**src/include/pfsw_pkg.sv**
```systemverilog
// shared constants and types for the flash self-write controller
package pfsw_pkg;
    // ****************************************************************
    // array geometry
    // ****************************************************************
    localparam int ROW_WORDS = 32;
    localparam int ROW_BYTES = 96;
    localparam int PANEL_ROWS = 128;
    localparam int LATCH_IDX_W = 5;
    localparam int WORD_W = 24;
    localparam int ADDR_W = 24;
    // row base: program addresses step by two per word
    localparam int ROW_ADDR_LSB = 6;
    // ****************************************************************
    // register offsets and fields
    // ****************************************************************
    localparam logic [15:0] OFS_CONTROL = 16'h0760;
    localparam logic [15:0] OFS_ADDR_LOW = 16'h0762;
    localparam logic [15:0] OFS_ADDR_UPPER = 16'h0764;
    localparam logic [15:0] OFS_UNLOCK_KEY = 16'h0766;
    localparam int CTL_START_BIT = 15;
    localparam int CTL_WRITE_ENABLE_BIT_BIT = 14;
    localparam int CTL_ERR_BIT = 13;
    localparam int CTL_TWRI_BIT = 8;
    localparam int CTL_OP_MSB = 6;
    localparam logic [6:0] OP_ERASE_ROW = 7'h41;
    localparam logic [6:0] OP_PROG_ROW = 7'h01;
    localparam logic [15:0] CONTROL_RST = 16'h0000;
    localparam logic [15:0] ADDR_LOW_RST = 16'h0000;
    localparam logic [7:0] ADDR_UPPER_RST = 8'h00;
    localparam logic [7:0] KEY_FIRST = 8'h55;
    localparam logic [7:0] KEY_SECOND = 8'hAA;
    // ****************************************************************
    // timing
    // ****************************************************************
    localparam int CLK_PERIOD_PS = 5000;
    localparam int OP_TIME_US = 2000;
    localparam int OP_TIME_CYC =
        (OP_TIME_US * 1000) / (CLK_PERIOD_PS / 1000);
    localparam int TIMER_W = 20;
    localparam logic [1:0] TBL_DONE_CNT = 2'h2;

    typedef enum logic [1:0] {KEY_IDLE, KEY_GOT1, KEY_ARMED} pfsw_key_t;
    typedef enum logic [1:0] {OP_IDLE, OP_ERASE, OP_PROG, OP_WAIT}
        pfsw_op_t;
endpackage

```
**src/include/pfsw_latch_if.sv**
```systemverilog
// carrier between the controller and its write latch store
`timescale 1ns/100ps
interface pfsw_latch_if;
    import pfsw_pkg::*;
    logic write_enable_bit;
    logic [2:0] wrLane;
    logic [LATCH_IDX_W-1:0] wrIdx;
    logic [WORD_W-1:0] wrData;
    logic [LATCH_IDX_W-1:0] rdIdx;
    logic [WORD_W-1:0] rdData;
    modport ctrl (output write_enable_bit, wrLane, wrIdx, wrData, rdIdx, input rdData);
    modport store (input write_enable_bit, wrLane, wrIdx, wrData, rdIdx, output rdData);
endinterface

```
**src/design/pfsw_ctrl.sv**
```systemverilog
// flash self-write controller: table access, unlock, row erase/program
`timescale 1ns/100ps
// How it works
// - rows of 32 words, erase whole row
// - low table ops reach bits 15..0
// - high table ops reach bits 23..16
// - address is page byte joined to EA
// - 32 latches, each picked by EA bits 5..1
// - table write finishes in two cycles
// - each row needs its own program cycle
// - low address captures EA 15..0, picks row
// - upper address captures the page byte, bits 23..16
// - direct address writes replace captured address
// - write-only key, 0x55 then 0xAA
// - control selects operation and holds start
// - bit 15 starts, hardware clears at end
// - operation lasts 2 ms, cpu stalled
module pfsw_ctrl
    import pfsw_pkg::*;
#(
    parameter int OP_CYCLES = OP_TIME_CYC
) (
    input wire logic clk,
    input wire logic sys_rst,
    input wire logic sfrWrEn,
    input wire logic sfrRdEn,
    input wire logic [15:0] sfrAddr,
    input wire logic [15:0] sfrWrData,
    output logic [15:0] sfrRdData,
    input wire logic tblValid,
    input wire logic tblWrite,
    input wire logic tblHigh,
    input wire logic tblByte,
    input wire logic [7:0] tablePageReg,
    input wire logic [15:0] tblEa,
    input wire logic [15:0] tblWrData,
    output logic [15:0] tblRdData,
    output logic tblDone,
    output logic cpuStall,
    output logic [ADDR_W-1:0] arrayAddr,
    input wire logic [WORD_W-1:0] arrayRdData,
    output logic arrayErase,
    output logic arrayWrEn,
    output logic [WORD_W-1:0] arrayWrData
);
    // ****************************************************************
    // state
    // ****************************************************************
    pfsw_key_t key_q, key_d;
    pfsw_op_t op_q, op_d;
    logic start_q, start_d;
    logic write_enable_bit_q, write_enable_bit_d;
    logic err_q, err_d;
    logic twri_q, twri_d;
    logic [6:0] opSel_q, opSel_d;
    logic [15:0] addrLow_q, addrLow_d;
    logic [7:0] addrUp_q, addrUp_d;
    logic [TIMER_W-1:0] timer_q, timer_d;
    logic [LATCH_IDX_W:0] wcnt_q, wcnt_d;
    logic [15:0] sfrRdData_q, sfrRdData_d;
    logic [1:0] tblPh_q, tblPh_d;
    logic tblWr_q, tblWr_d, tblHi_q, tblHi_d, tblBy_q, tblBy_d;
    logic tblOdd_q, tblOdd_d;
    logic [15:0] tblRdData_q, tblRdData_d;
    logic tblDone_q, tblDone_d;
    logic [ADDR_W-1:0] arrayAddr_q, arrayAddr_d;
    logic arrayErase_q, arrayErase_d;
    logic arrayWrEn_q, arrayWrEn_d;
    logic [WORD_W-1:0] arrayWrData_q, arrayWrData_d;
    logic latWrEn_q, latWrEn_d;
    logic [2:0] latLane_q, latLane_d;
    logic [LATCH_IDX_W-1:0] latIdx_q, latIdx_d;
    logic [WORD_W-1:0] latData_q, latData_d;

    pfsw_latch_if lat ();

    pfsw_latch_mem u_latch (
        .clk (clk),
        .lat (lat)
    );

    assign lat.write_enable_bit = latWrEn_q;
    assign lat.wrLane = latLane_q;
    assign lat.wrIdx = latIdx_q;
    assign lat.wrData = latData_q;
    assign lat.rdIdx = wcnt_q[LATCH_IDX_W-1:0];

    // ****************************************************************
    // helpers
    // ****************************************************************
    function automatic logic [ADDR_W-1:0] rowBase(input logic [7:0] up,
                                                  input logic [15:0] lo);
        logic [ADDR_W-1:0] a;
        a = {up, lo};
        a[ROW_ADDR_LSB-1:0] = '0;
        return a;
    endfunction

    function automatic logic [15:0] ctlWord(input logic st, input logic en,
                                            input logic er, input logic tw,
                                            input logic [6:0] op);
        logic [15:0] w;
        w = 16'h0000;
        w[CTL_START_BIT] = st;
        w[CTL_WRITE_ENABLE_BIT_BIT] = en;
        w[CTL_ERR_BIT] = er;
        w[CTL_TWRI_BIT] = tw;
        w[CTL_OP_MSB:0] = op;
        return w;
    endfunction

    logic ctlWr, lowWr, upWr, keyWr, tblTake;
    assign ctlWr = sfrWrEn && (sfrAddr == OFS_CONTROL);
    assign lowWr = sfrWrEn && (sfrAddr == OFS_ADDR_LOW);
    assign upWr = sfrWrEn && (sfrAddr == OFS_ADDR_UPPER);
    assign keyWr = sfrWrEn && (sfrAddr == OFS_UNLOCK_KEY);
    // table ops wait while the array is busy; the stall holds the cpu
    assign tblTake = tblValid && (op_q == OP_IDLE) && (tblPh_q == 2'h0);

    // ****************************************************************
    // registers, unlock and sequencer
    // ****************************************************************
    always_comb begin
        key_d = key_q;
        op_d = op_q;
        start_d = start_q;
        write_enable_bit_d = write_enable_bit_q;
        err_d = err_q;
        twri_d = twri_q;
        opSel_d = opSel_q;
        addrLow_d = addrLow_q;
        addrUp_d = addrUp_q;
        timer_d = timer_q;
        wcnt_d = wcnt_q;
        arrayErase_d = 1'b0;
        arrayWrEn_d = 1'b0;
        arrayWrData_d = arrayWrData_q;
        arrayAddr_d = arrayAddr_q;
        sfrRdData_d = sfrRdData_q;

        // key tracking: only the exact pair arms a start
        if (sfrWrEn) begin
            if (keyWr && sfrWrData[7:0] == KEY_FIRST) begin
                key_d = KEY_GOT1;
            end else if (keyWr && sfrWrData[7:0] == KEY_SECOND &&
                         key_q == KEY_GOT1) begin
                key_d = KEY_ARMED;
            end else begin
                key_d = KEY_IDLE;
            end
        end

        // captured address from the last table instruction
        if (tblTake) begin
            addrLow_d = tblEa;
            addrUp_d = tablePageReg;
        end
        if (lowWr && op_q == OP_IDLE) begin
            addrLow_d = sfrWrData;
        end
        if (upWr && op_q == OP_IDLE) begin
            addrUp_d = sfrWrData[7:0];
        end

        if (ctlWr && op_q == OP_IDLE) begin
            write_enable_bit_d = sfrWrData[CTL_WRITE_ENABLE_BIT_BIT];
            err_d = sfrWrData[CTL_ERR_BIT];
            twri_d = sfrWrData[CTL_TWRI_BIT];
            opSel_d = sfrWrData[CTL_OP_MSB:0];
            // start needs the armed key (checked before this write) and
            // write enable; either missing leaves start clear
            if (sfrWrData[CTL_START_BIT] && key_q == KEY_ARMED &&
                sfrWrData[CTL_WRITE_ENABLE_BIT_BIT]) begin
                if (sfrWrData[CTL_OP_MSB:0] == OP_ERASE_ROW) begin
                    start_d = 1'b1;
                    op_d = OP_ERASE;
                end else if (sfrWrData[CTL_OP_MSB:0] == OP_PROG_ROW) begin
                    start_d = 1'b1;
                    op_d = OP_PROG;
                end else begin
                    err_d = 1'b1;
                end
                timer_d = '0;
                wcnt_d = '0;
            end
        end

        case (op_q)
            OP_IDLE: begin
            end
            OP_ERASE: begin
                // one pulse clears the whole selected row
                arrayAddr_d = rowBase(addrUp_q, addrLow_q);
                arrayErase_d = 1'b1;
                timer_d = timer_q + 1'b1;
                op_d = OP_WAIT;
            end
            OP_PROG: begin
                // latch read is registered: write lags index by one cycle
                timer_d = timer_q + 1'b1;
                wcnt_d = wcnt_q + 1'b1;
                if (wcnt_q != '0) begin
                    arrayWrEn_d = 1'b1;
                    arrayWrData_d = lat.rdData;
                    arrayAddr_d = rowBase(addrUp_q, addrLow_q) +
                        {{(ADDR_W-LATCH_IDX_W-1){1'b0}},
                         (wcnt_q[LATCH_IDX_W-1:0] - 1'b1), 1'b0};
                end
                if (wcnt_q == ROW_WORDS[LATCH_IDX_W:0]) begin
                    op_d = OP_WAIT;
                end
            end
            OP_WAIT: begin
                timer_d = timer_q + 1'b1;
                if (timer_q >= OP_CYCLES[TIMER_W-1:0] - 1'b1) begin
                    start_d = 1'b0;
                    op_d = OP_IDLE;
                end
            end
            default: begin
                op_d = OP_IDLE;
            end
        endcase

        // reads: key is write-only and reads back zero
        if (sfrRdEn) begin
            case (sfrAddr)
                OFS_CONTROL: sfrRdData_d =
                    ctlWord(start_q, write_enable_bit_q, err_q, twri_q, opSel_q);
                OFS_ADDR_LOW: sfrRdData_d = addrLow_q;
                OFS_ADDR_UPPER: sfrRdData_d = {8'h00, addrUp_q};
                default: sfrRdData_d = 16'h0000;
            endcase
        end
    end

    // ****************************************************************
    // table read and write path
    // ****************************************************************
    always_comb begin
        tblPh_d = tblPh_q;
        tblWr_d = tblWr_q;
        tblHi_d = tblHi_q;
        tblBy_d = tblBy_q;
        tblOdd_d = tblOdd_q;
        tblRdData_d = tblRdData_q;
        tblDone_d = 1'b0;
        latWrEn_d = 1'b0;
        latLane_d = latLane_q;
        latIdx_d = latIdx_q;
        latData_d = latData_q;
        if (tblTake) begin
            tblPh_d = 2'h1;
            tblWr_d = tblWrite;
            tblHi_d = tblHigh;
            tblBy_d = tblByte;
            tblOdd_d = tblEa[0];
            // word index inside the row: EA bits 5..1 pick one of latches 0..31
            latIdx_d = tblEa[LATCH_IDX_W:1];
            latWrEn_d = tblWrite;
            latData_d = {tblWrData[7:0], tblWrData};
            if (!tblHigh) begin
                if (!tblByte) begin
                    latLane_d = 3'h3;
                end else if (tblEa[0]) begin
                    latLane_d = 3'h2;
                    latData_d = {8'h00, tblWrData[7:0], 8'h00};
                end else begin
                    latLane_d = 3'h1;
                end
            end else begin
                // odd high byte is the phantom byte: write ignored
                latLane_d = (tblByte && tblEa[0]) ? 3'h0 : 3'h4;
            end
        end else if (tblPh_q != 2'h0) begin
            tblPh_d = tblPh_q + 1'b1;
            if (tblPh_q == TBL_DONE_CNT - 1'b1) begin
                tblPh_d = 2'h0;
                tblDone_d = 1'b1;
                if (!tblWr_q) begin
                    if (!tblHi_q) begin
                        tblRdData_d = arrayRdData[15:0];
                        if (tblBy_q) begin
                            tblRdData_d = {8'h00, tblOdd_q ?
                                arrayRdData[15:8] : arrayRdData[7:0]};
                        end
                    end else begin
                        tblRdData_d = (tblBy_q && tblOdd_q) ? 16'h0000 :
                            {8'h00, arrayRdData[23:16]};
                    end
                end
            end
        end
    end

    // array read address shares the port with program/erase addresses
    logic [ADDR_W-1:0] arrayAddrMux;
    always_comb begin
        arrayAddrMux = arrayAddr_d;
        if (tblTake) begin
            arrayAddrMux = {tablePageReg, tblEa[15:1], 1'b0};
        end
    end

    always_ff @(posedge clk or posedge sys_rst) begin
        if (sys_rst) begin
            key_q <= KEY_IDLE;
            op_q <= OP_IDLE;
            start_q <= CONTROL_RST[CTL_START_BIT];
            write_enable_bit_q <= CONTROL_RST[CTL_WRITE_ENABLE_BIT_BIT];
            err_q <= CONTROL_RST[CTL_ERR_BIT];
            twri_q <= CONTROL_RST[CTL_TWRI_BIT];
            opSel_q <= CONTROL_RST[CTL_OP_MSB:0];
            addrLow_q <= ADDR_LOW_RST;
            addrUp_q <= ADDR_UPPER_RST;
            timer_q <= '0;
            wcnt_q <= '0;
            sfrRdData_q <= 16'h0000;
            tblPh_q <= 2'h0;
            tblWr_q <= 1'b0;
            tblHi_q <= 1'b0;
            tblBy_q <= 1'b0;
            tblOdd_q <= 1'b0;
            tblRdData_q <= 16'h0000;
            tblDone_q <= 1'b0;
            arrayAddr_q <= '0;
            arrayErase_q <= 1'b0;
            arrayWrEn_q <= 1'b0;
            arrayWrData_q <= '0;
            latWrEn_q <= 1'b0;
            latLane_q <= 3'h0;
            latIdx_q <= '0;
            latData_q <= '0;
        end else begin
            key_q <= key_d;
            op_q <= op_d;
            start_q <= start_d;
            write_enable_bit_q <= write_enable_bit_d;
            err_q <= err_d;
            twri_q <= twri_d;
            opSel_q <= opSel_d;
            addrLow_q <= addrLow_d;
            addrUp_q <= addrUp_d;
            timer_q <= timer_d;
            wcnt_q <= wcnt_d;
            sfrRdData_q <= sfrRdData_d;
            tblPh_q <= tblPh_d;
            tblWr_q <= tblWr_d;
            tblHi_q <= tblHi_d;
            tblBy_q <= tblBy_d;
            tblOdd_q <= tblOdd_d;
            tblRdData_q <= tblRdData_d;
            tblDone_q <= tblDone_d;
            arrayAddr_q <= arrayAddrMux;
            arrayErase_q <= arrayErase_d;
            arrayWrEn_q <= arrayWrEn_d;
            arrayWrData_q <= arrayWrData_d;
            latWrEn_q <= latWrEn_d;
            latLane_q <= latLane_d;
            latIdx_q <= latIdx_d;
            latData_q <= latData_d;
        end
    end

    // ****************************************************************
    // outputs
    // ****************************************************************
    assign sfrRdData = sfrRdData_q;
    assign tblRdData = tblRdData_q;
    assign tblDone = tblDone_q;
    assign cpuStall = start_q;
    assign arrayAddr = arrayAddr_q;
    assign arrayErase = arrayErase_q;
    assign arrayWrEn = arrayWrEn_q;
    assign arrayWrData = arrayWrData_q;
endmodule

```
**src/design/pfsw_latch_mem.sv**
```systemverilog
// one row of write latches, byte-lane writes, registered read
`timescale 1ns/100ps
module pfsw_latch_mem
    import pfsw_pkg::*;
(
    input wire logic clk,
    pfsw_latch_if.store lat
);
    logic [WORD_W-1:0] mem [ROW_WORDS];
    logic [WORD_W-1:0] rdData_q;

    // no reset on the array: latch contents are undefined until loaded
    always_ff @(posedge clk) begin
        if (lat.write_enable_bit) begin
            for (int b = 0; b < 3; b++) begin
                if (lat.wrLane[b]) begin
                    mem[lat.wrIdx][b*8 +: 8] <= lat.wrData[b*8 +: 8];
                end
            end
        end
        rdData_q <= mem[lat.rdIdx];
    end

    assign lat.rdData = rdData_q;
endmodule

```
**config.mk**
```make
export PLATFORM = sky130hd
export DESIGN_NAME = pfsw_ctrl
export DESIGN_NICKNAME = d
export VERILOG_FILES = /design/src/include/pfsw_pkg.sv /design/src/include/pfsw_latch_if.sv /design/src/design/pfsw_ctrl.sv /design/src/design/pfsw_latch_mem.sv
export SDC_FILE = /design/constraint.sdc
export NUM_CORES = 1
export LEC_CHECK = 0
export BUFFER_PORTS_ARGS = -buffer_cell sky130_fd_sc_hd__buf_2
export CAP_MARGIN = 10
export CORE_MARGIN = 2
export CORE_UTILIZATION = 45
export DETAILED_ROUTE_END_ITERATION = 10
export GPL_TIMING_DRIVEN = 0
export HOLD_SLACK_MARGIN = 0.12
export SLEW_MARGIN = 20
export SYNTH_ARGS = -nofsm -noshare
export SYNTH_HDL_FRONTEND = slang
export SYNTH_SLANG_ARGS = --single-unit
export TNS_END_PERCENT = 5
```
**constraint.sdc**
```tcl
create_clock -name clk -period 6.8 [get_ports clk]
set_input_delay 0.68 -clock clk [delete_from_list [all_inputs] [get_ports clk]]
set_output_delay 0.68 -clock clk [all_outputs]
set_load 0.05 [all_outputs]
```
==> flow_metrics.tcl <==
set metrics [dict create \
    outcome "finished, final reports clean" \
    core_sq_mm 0.08395 \
    fin_area_sq_mm 0.04418 \
    drv_cap 0 \
    areaGrowthSynthToFinish_pct 15.52 \
    tightest_slew_ps 1084 \
    fill_cells 6658 \
    crit_chain "clkbuf_1 > buf_2 > buf_2 > inv_1 > ha_1 > nor4b_1 > a21oi_2 > nor3_1 > buf_2 > mux2_2" \
    grt.overflow.total 0 \
    holdWs_ps 120.3 \
    syn_inst 1996 \
    ioPinCount 188 \
    ctsLongestPathBuffers 3 \
    rsz0062_at_grt "false" \
    synth_area_per_cell_sq_um 19.16 \
    grt_pass1_vias 20390 \
    grt_max_degree 97 \
    path_delay_family "buffers and inverters" \
    synth_top_area_frac 0.6030 \
    num_vias 19610 \
    finalClockSkew_ps 27.20 \
    synth_cell_types 63 \
    yosys.area.top_type "edfxtp_1" \
    cp.required_ps 7330 \
    ys_ff_latch 970 \
    period_share 0.6024 \
    clock_power_share 0.426 \
    vias_per_cell 5.581 \
    antenna_found_initial 1 \
    rrSetupSlack_ps 2700 \
    pwr-share-seq 0.524 \
    h-tree-depth 3 \
    synthArstFlopShare 0.1835 \
    min_path_type "in2async" \
    report.final.slew_viol_count 0 \
    intPower_mw 10.09 \
    finalWirelength_um 90080 \
    cts.sinks 970 \
    finalNetCount 2400 \
    tns_ps 0 \
    p_switching_mw 2.873 \
    post-route-drc-count 0 \
    power.density_mw_per_mm2 293.5 \
    post_cts_buffers 0 \
    cp-end-kind "register" \
    dp_hpwl_um 65100 \
    die_x_um 295.5 \
    seqCellArea_sq_mm 0.02801 \
    die_h_um 295.5 \
    ys.warnings.count 0 \
    startpoint_type "register" \
    grt_usage 0.2090 \
    rows 106 \
    place_worst_setup_slack_ps 2565 \
    period_minus_slack_ps 4096 \
    met3_length_um 5488 \
    clk_pin_slew_worst_paths_ps 60 \
    cts_root_buf "clkbuf_16" \
    ant_nets 0 \
    drive_above_1_share 0.3245 \
    fin_total_pwr_mw 12.97 \
    arrival_ps 4630 \
    top_layer "met5" \
    cpMostUsedCell "buf_2" \
    layout_setup_ws_ps 2704 \
    critical_path.max_stage_delay_ps 850 \
    cts_tree "yes" \
    place_area_sq_mm 0.04084 \
    synth_area_sq_mm 0.03825 \
    slowest_stage "nor3_1" \
    avgRoutedWirePerCell_um 25.63 \
    power_leakage_nw 15.01 \
    port_buffers 186 \
    synth_edf_count 768 \
    cts_buffers 99 \
    ys_top_cells_by_area "edfxtp_1 60%, mux4_2 14%, dfrtp_1 12%" \
    max_freq_mhz 244.1 \
    p_comb_frac 0.049 \
    ys.flop_type "edfxtp_1" \
    timing_worst_setup_path_type "reg2reg" \
    ctsResizeCount 0 \
    drtPass1Iterations 6 \
    hold_buffers 0 \
    globalplace.congestion 0.8264 \
    synth.net_count 2103 \
    worst-path-max-fanout 10 \
    drt_iter0_drc 1757 \
    finalHoldViolCount 0 \
    cp_num_buf_inv 5 \
    relSlewSlack 0.2775 \
    vdd_drop_max_mv 0.2194 \
    worstSkewPairLatency_ps 650 \
    grt_first_pass_wirelength_um 133100 \
    setup_viol 0 \
    dr_wl_met2_um 45080 \
    multi_input_area_sq_mm 0.009703 \
    met1_length_um 37900 \
    p_sw_frac 0.2216 \
    design.die.area_sq_mm 0.08734 \
    start_util 0.4556 \
    ys_seq_area_frac 0.7320 \
]
## worst register-to-register path, delay by kind of cell, from the launching register on
kind	cells	cell delay [ps]
simple gates	2	1300
mux	1	380
compound gates	1	140
buf+inv	5	1510
fa+ha+maj	1	200
flops	1	460
## flip-flops by register name (all words and copies together) (netlist names), 2 cells and up
signal and count:
tblPh_q 2, u_latch.mem 768, addrUp_q 8, lat.wrLane 3, timer_q 20, op_q 2
u_latch.lat.rdData 24, tblRdData 16, lat.wrIdx 5, wcnt_q 6, sfrRdData 16, key_q 2
arrayAddr 23, opSel_q 7, lat.wrData 16, addrLow_q 16, arrayWrData 24
## synthesized netlist by cell type (4+ instances only)
library cell	n
a21oi_1	15
a22o_1	4
a31o_2	6
and2_1	5
buf_1	24
buf_2	24
clkbuf_1	61
dfrtp_1	178
dfxtp_1	24
edfxtp_1	768
inv_1	24
mux2_2	126
mux2i_1	29
mux4_2	240
nand2_1	129
nand3_1	35
nand4_1	5
nor2_1	122
nor2b_1	18
nor3_1	8
nor3b_1	6
o211ai_1	13
o21a_1	10
o21ai_0	29
o22ai_1	17
or3_1	10
xor2_1	5
## final timing paths
kind,from,cells after the start,endpoint
setup reg to reg,wcnt_q[1],10,arrayAddr[14]
hold reg to reg,u_latch.lat.rdData[13],1,arrayWrData[13]
max in group asynchronous,sys_rst,3,lat.wrData[13]
setup / recovery,wcnt_q[1],10,arrayAddr[14]
min in group clk,sfrWrData[9],2,addrLow_q[9]
hold / removal,sys_rst,2,timer_q[14]
## routing by layer
metal / up-vias / GRT usage
met4: 2 / 0.05064
met2: 605 / 0.3495
met5: - / 0.01275
li1: 8555 / -
met1: 10350 / 0.2826
met3: 102 / 0.04142
## power by group through the flow
stage | sequential, mW | combinational, mW | clock (mW)
4_1_cts | 6.80 | 0.642 | 5.62
6_report | 6.80 | 0.639 | 5.53
3_3_place_gp | 6.97 | 0.532 | 0
5_1_grt | 6.82 | 0.681 | 5.87
2_1_floorplan | 7.04 | 0.210 | 0
3_5_place_dp | 6.92 | 0.641 | 0
## final cells by class
type | count | area share
clock inverter | 67 | 0.01552
clock buffer | 120 | 0.05995
antenna | 1 | 0.00005663
multi-input combinational | 890 | 0.2196
sequential | 970 | 0.6340
inverter | 25 | 0.002294
tap | 1134 | 0.03211
buffer | 111 | 0.01042
timing repair buffer | 196 | 0.02608
## layout by cell type, fill, tap and decap left out, types with 4 or more instances in the layout
cell type   Yosys  final
bufinv_16       0     13
buf_16          0      4
a31o_2          6      6
dfxtp_1        24     24
dfrtp_2         0     12
buf_1          24     24
mux2_2        126    126
nor2_1        122    122
clkbuf_8        0      5
xor2_1          5      5
nor3b_1         6      6
nand3_1        35     35
o211ai_1       13     13
edfxtp_1      768    768
clkinv_1        0     20
o21ai_0        29     29
mux2i_1        29     29
nor2b_1        18     18
inv_6           0      5
o22ai_1        17     17
and2_1          5      5
a22o_1          4      4
clkinvlp_4      0      5
dfrtp_1       178    166
nand4_1         5      5
inv_1          24     23
o21a_1         10     10
buf_12          0      5
nand2_1       129    129
or3_1          10     10
nor3_1          8      8
a21oi_1        15     14
clkinv_2        0     22
buf_2          24    210
clkbuf_16       0    101
clkbuf_1       61     73
mux4_2        240    240
## through the flow
step	cells	utilization
2_1_floorplan	1996	-
3_3_place_gp	3316	0.4836
3_5_place_dp	3326	0.4865
4_1_cts	3513	0.5262
5_1_grt	3514	0.5263
6_report	3514	0.5263
## logic make-up after synthesis
group	count (synthesis)	synth area share
buffers and inverters	136	0.01443
other	1	0.00009804
adder cells (fa/ha/maj)	3	0.0009815
XOR/XNOR	6	0.001374
multiplexers	397	0.1866
AND/OR/NAND/NOR	367	0.04456
AO/OA/AOI/OAI	116	0.01999
flip-flops	970	0.7320
Power figures use the tool's default switching activity.
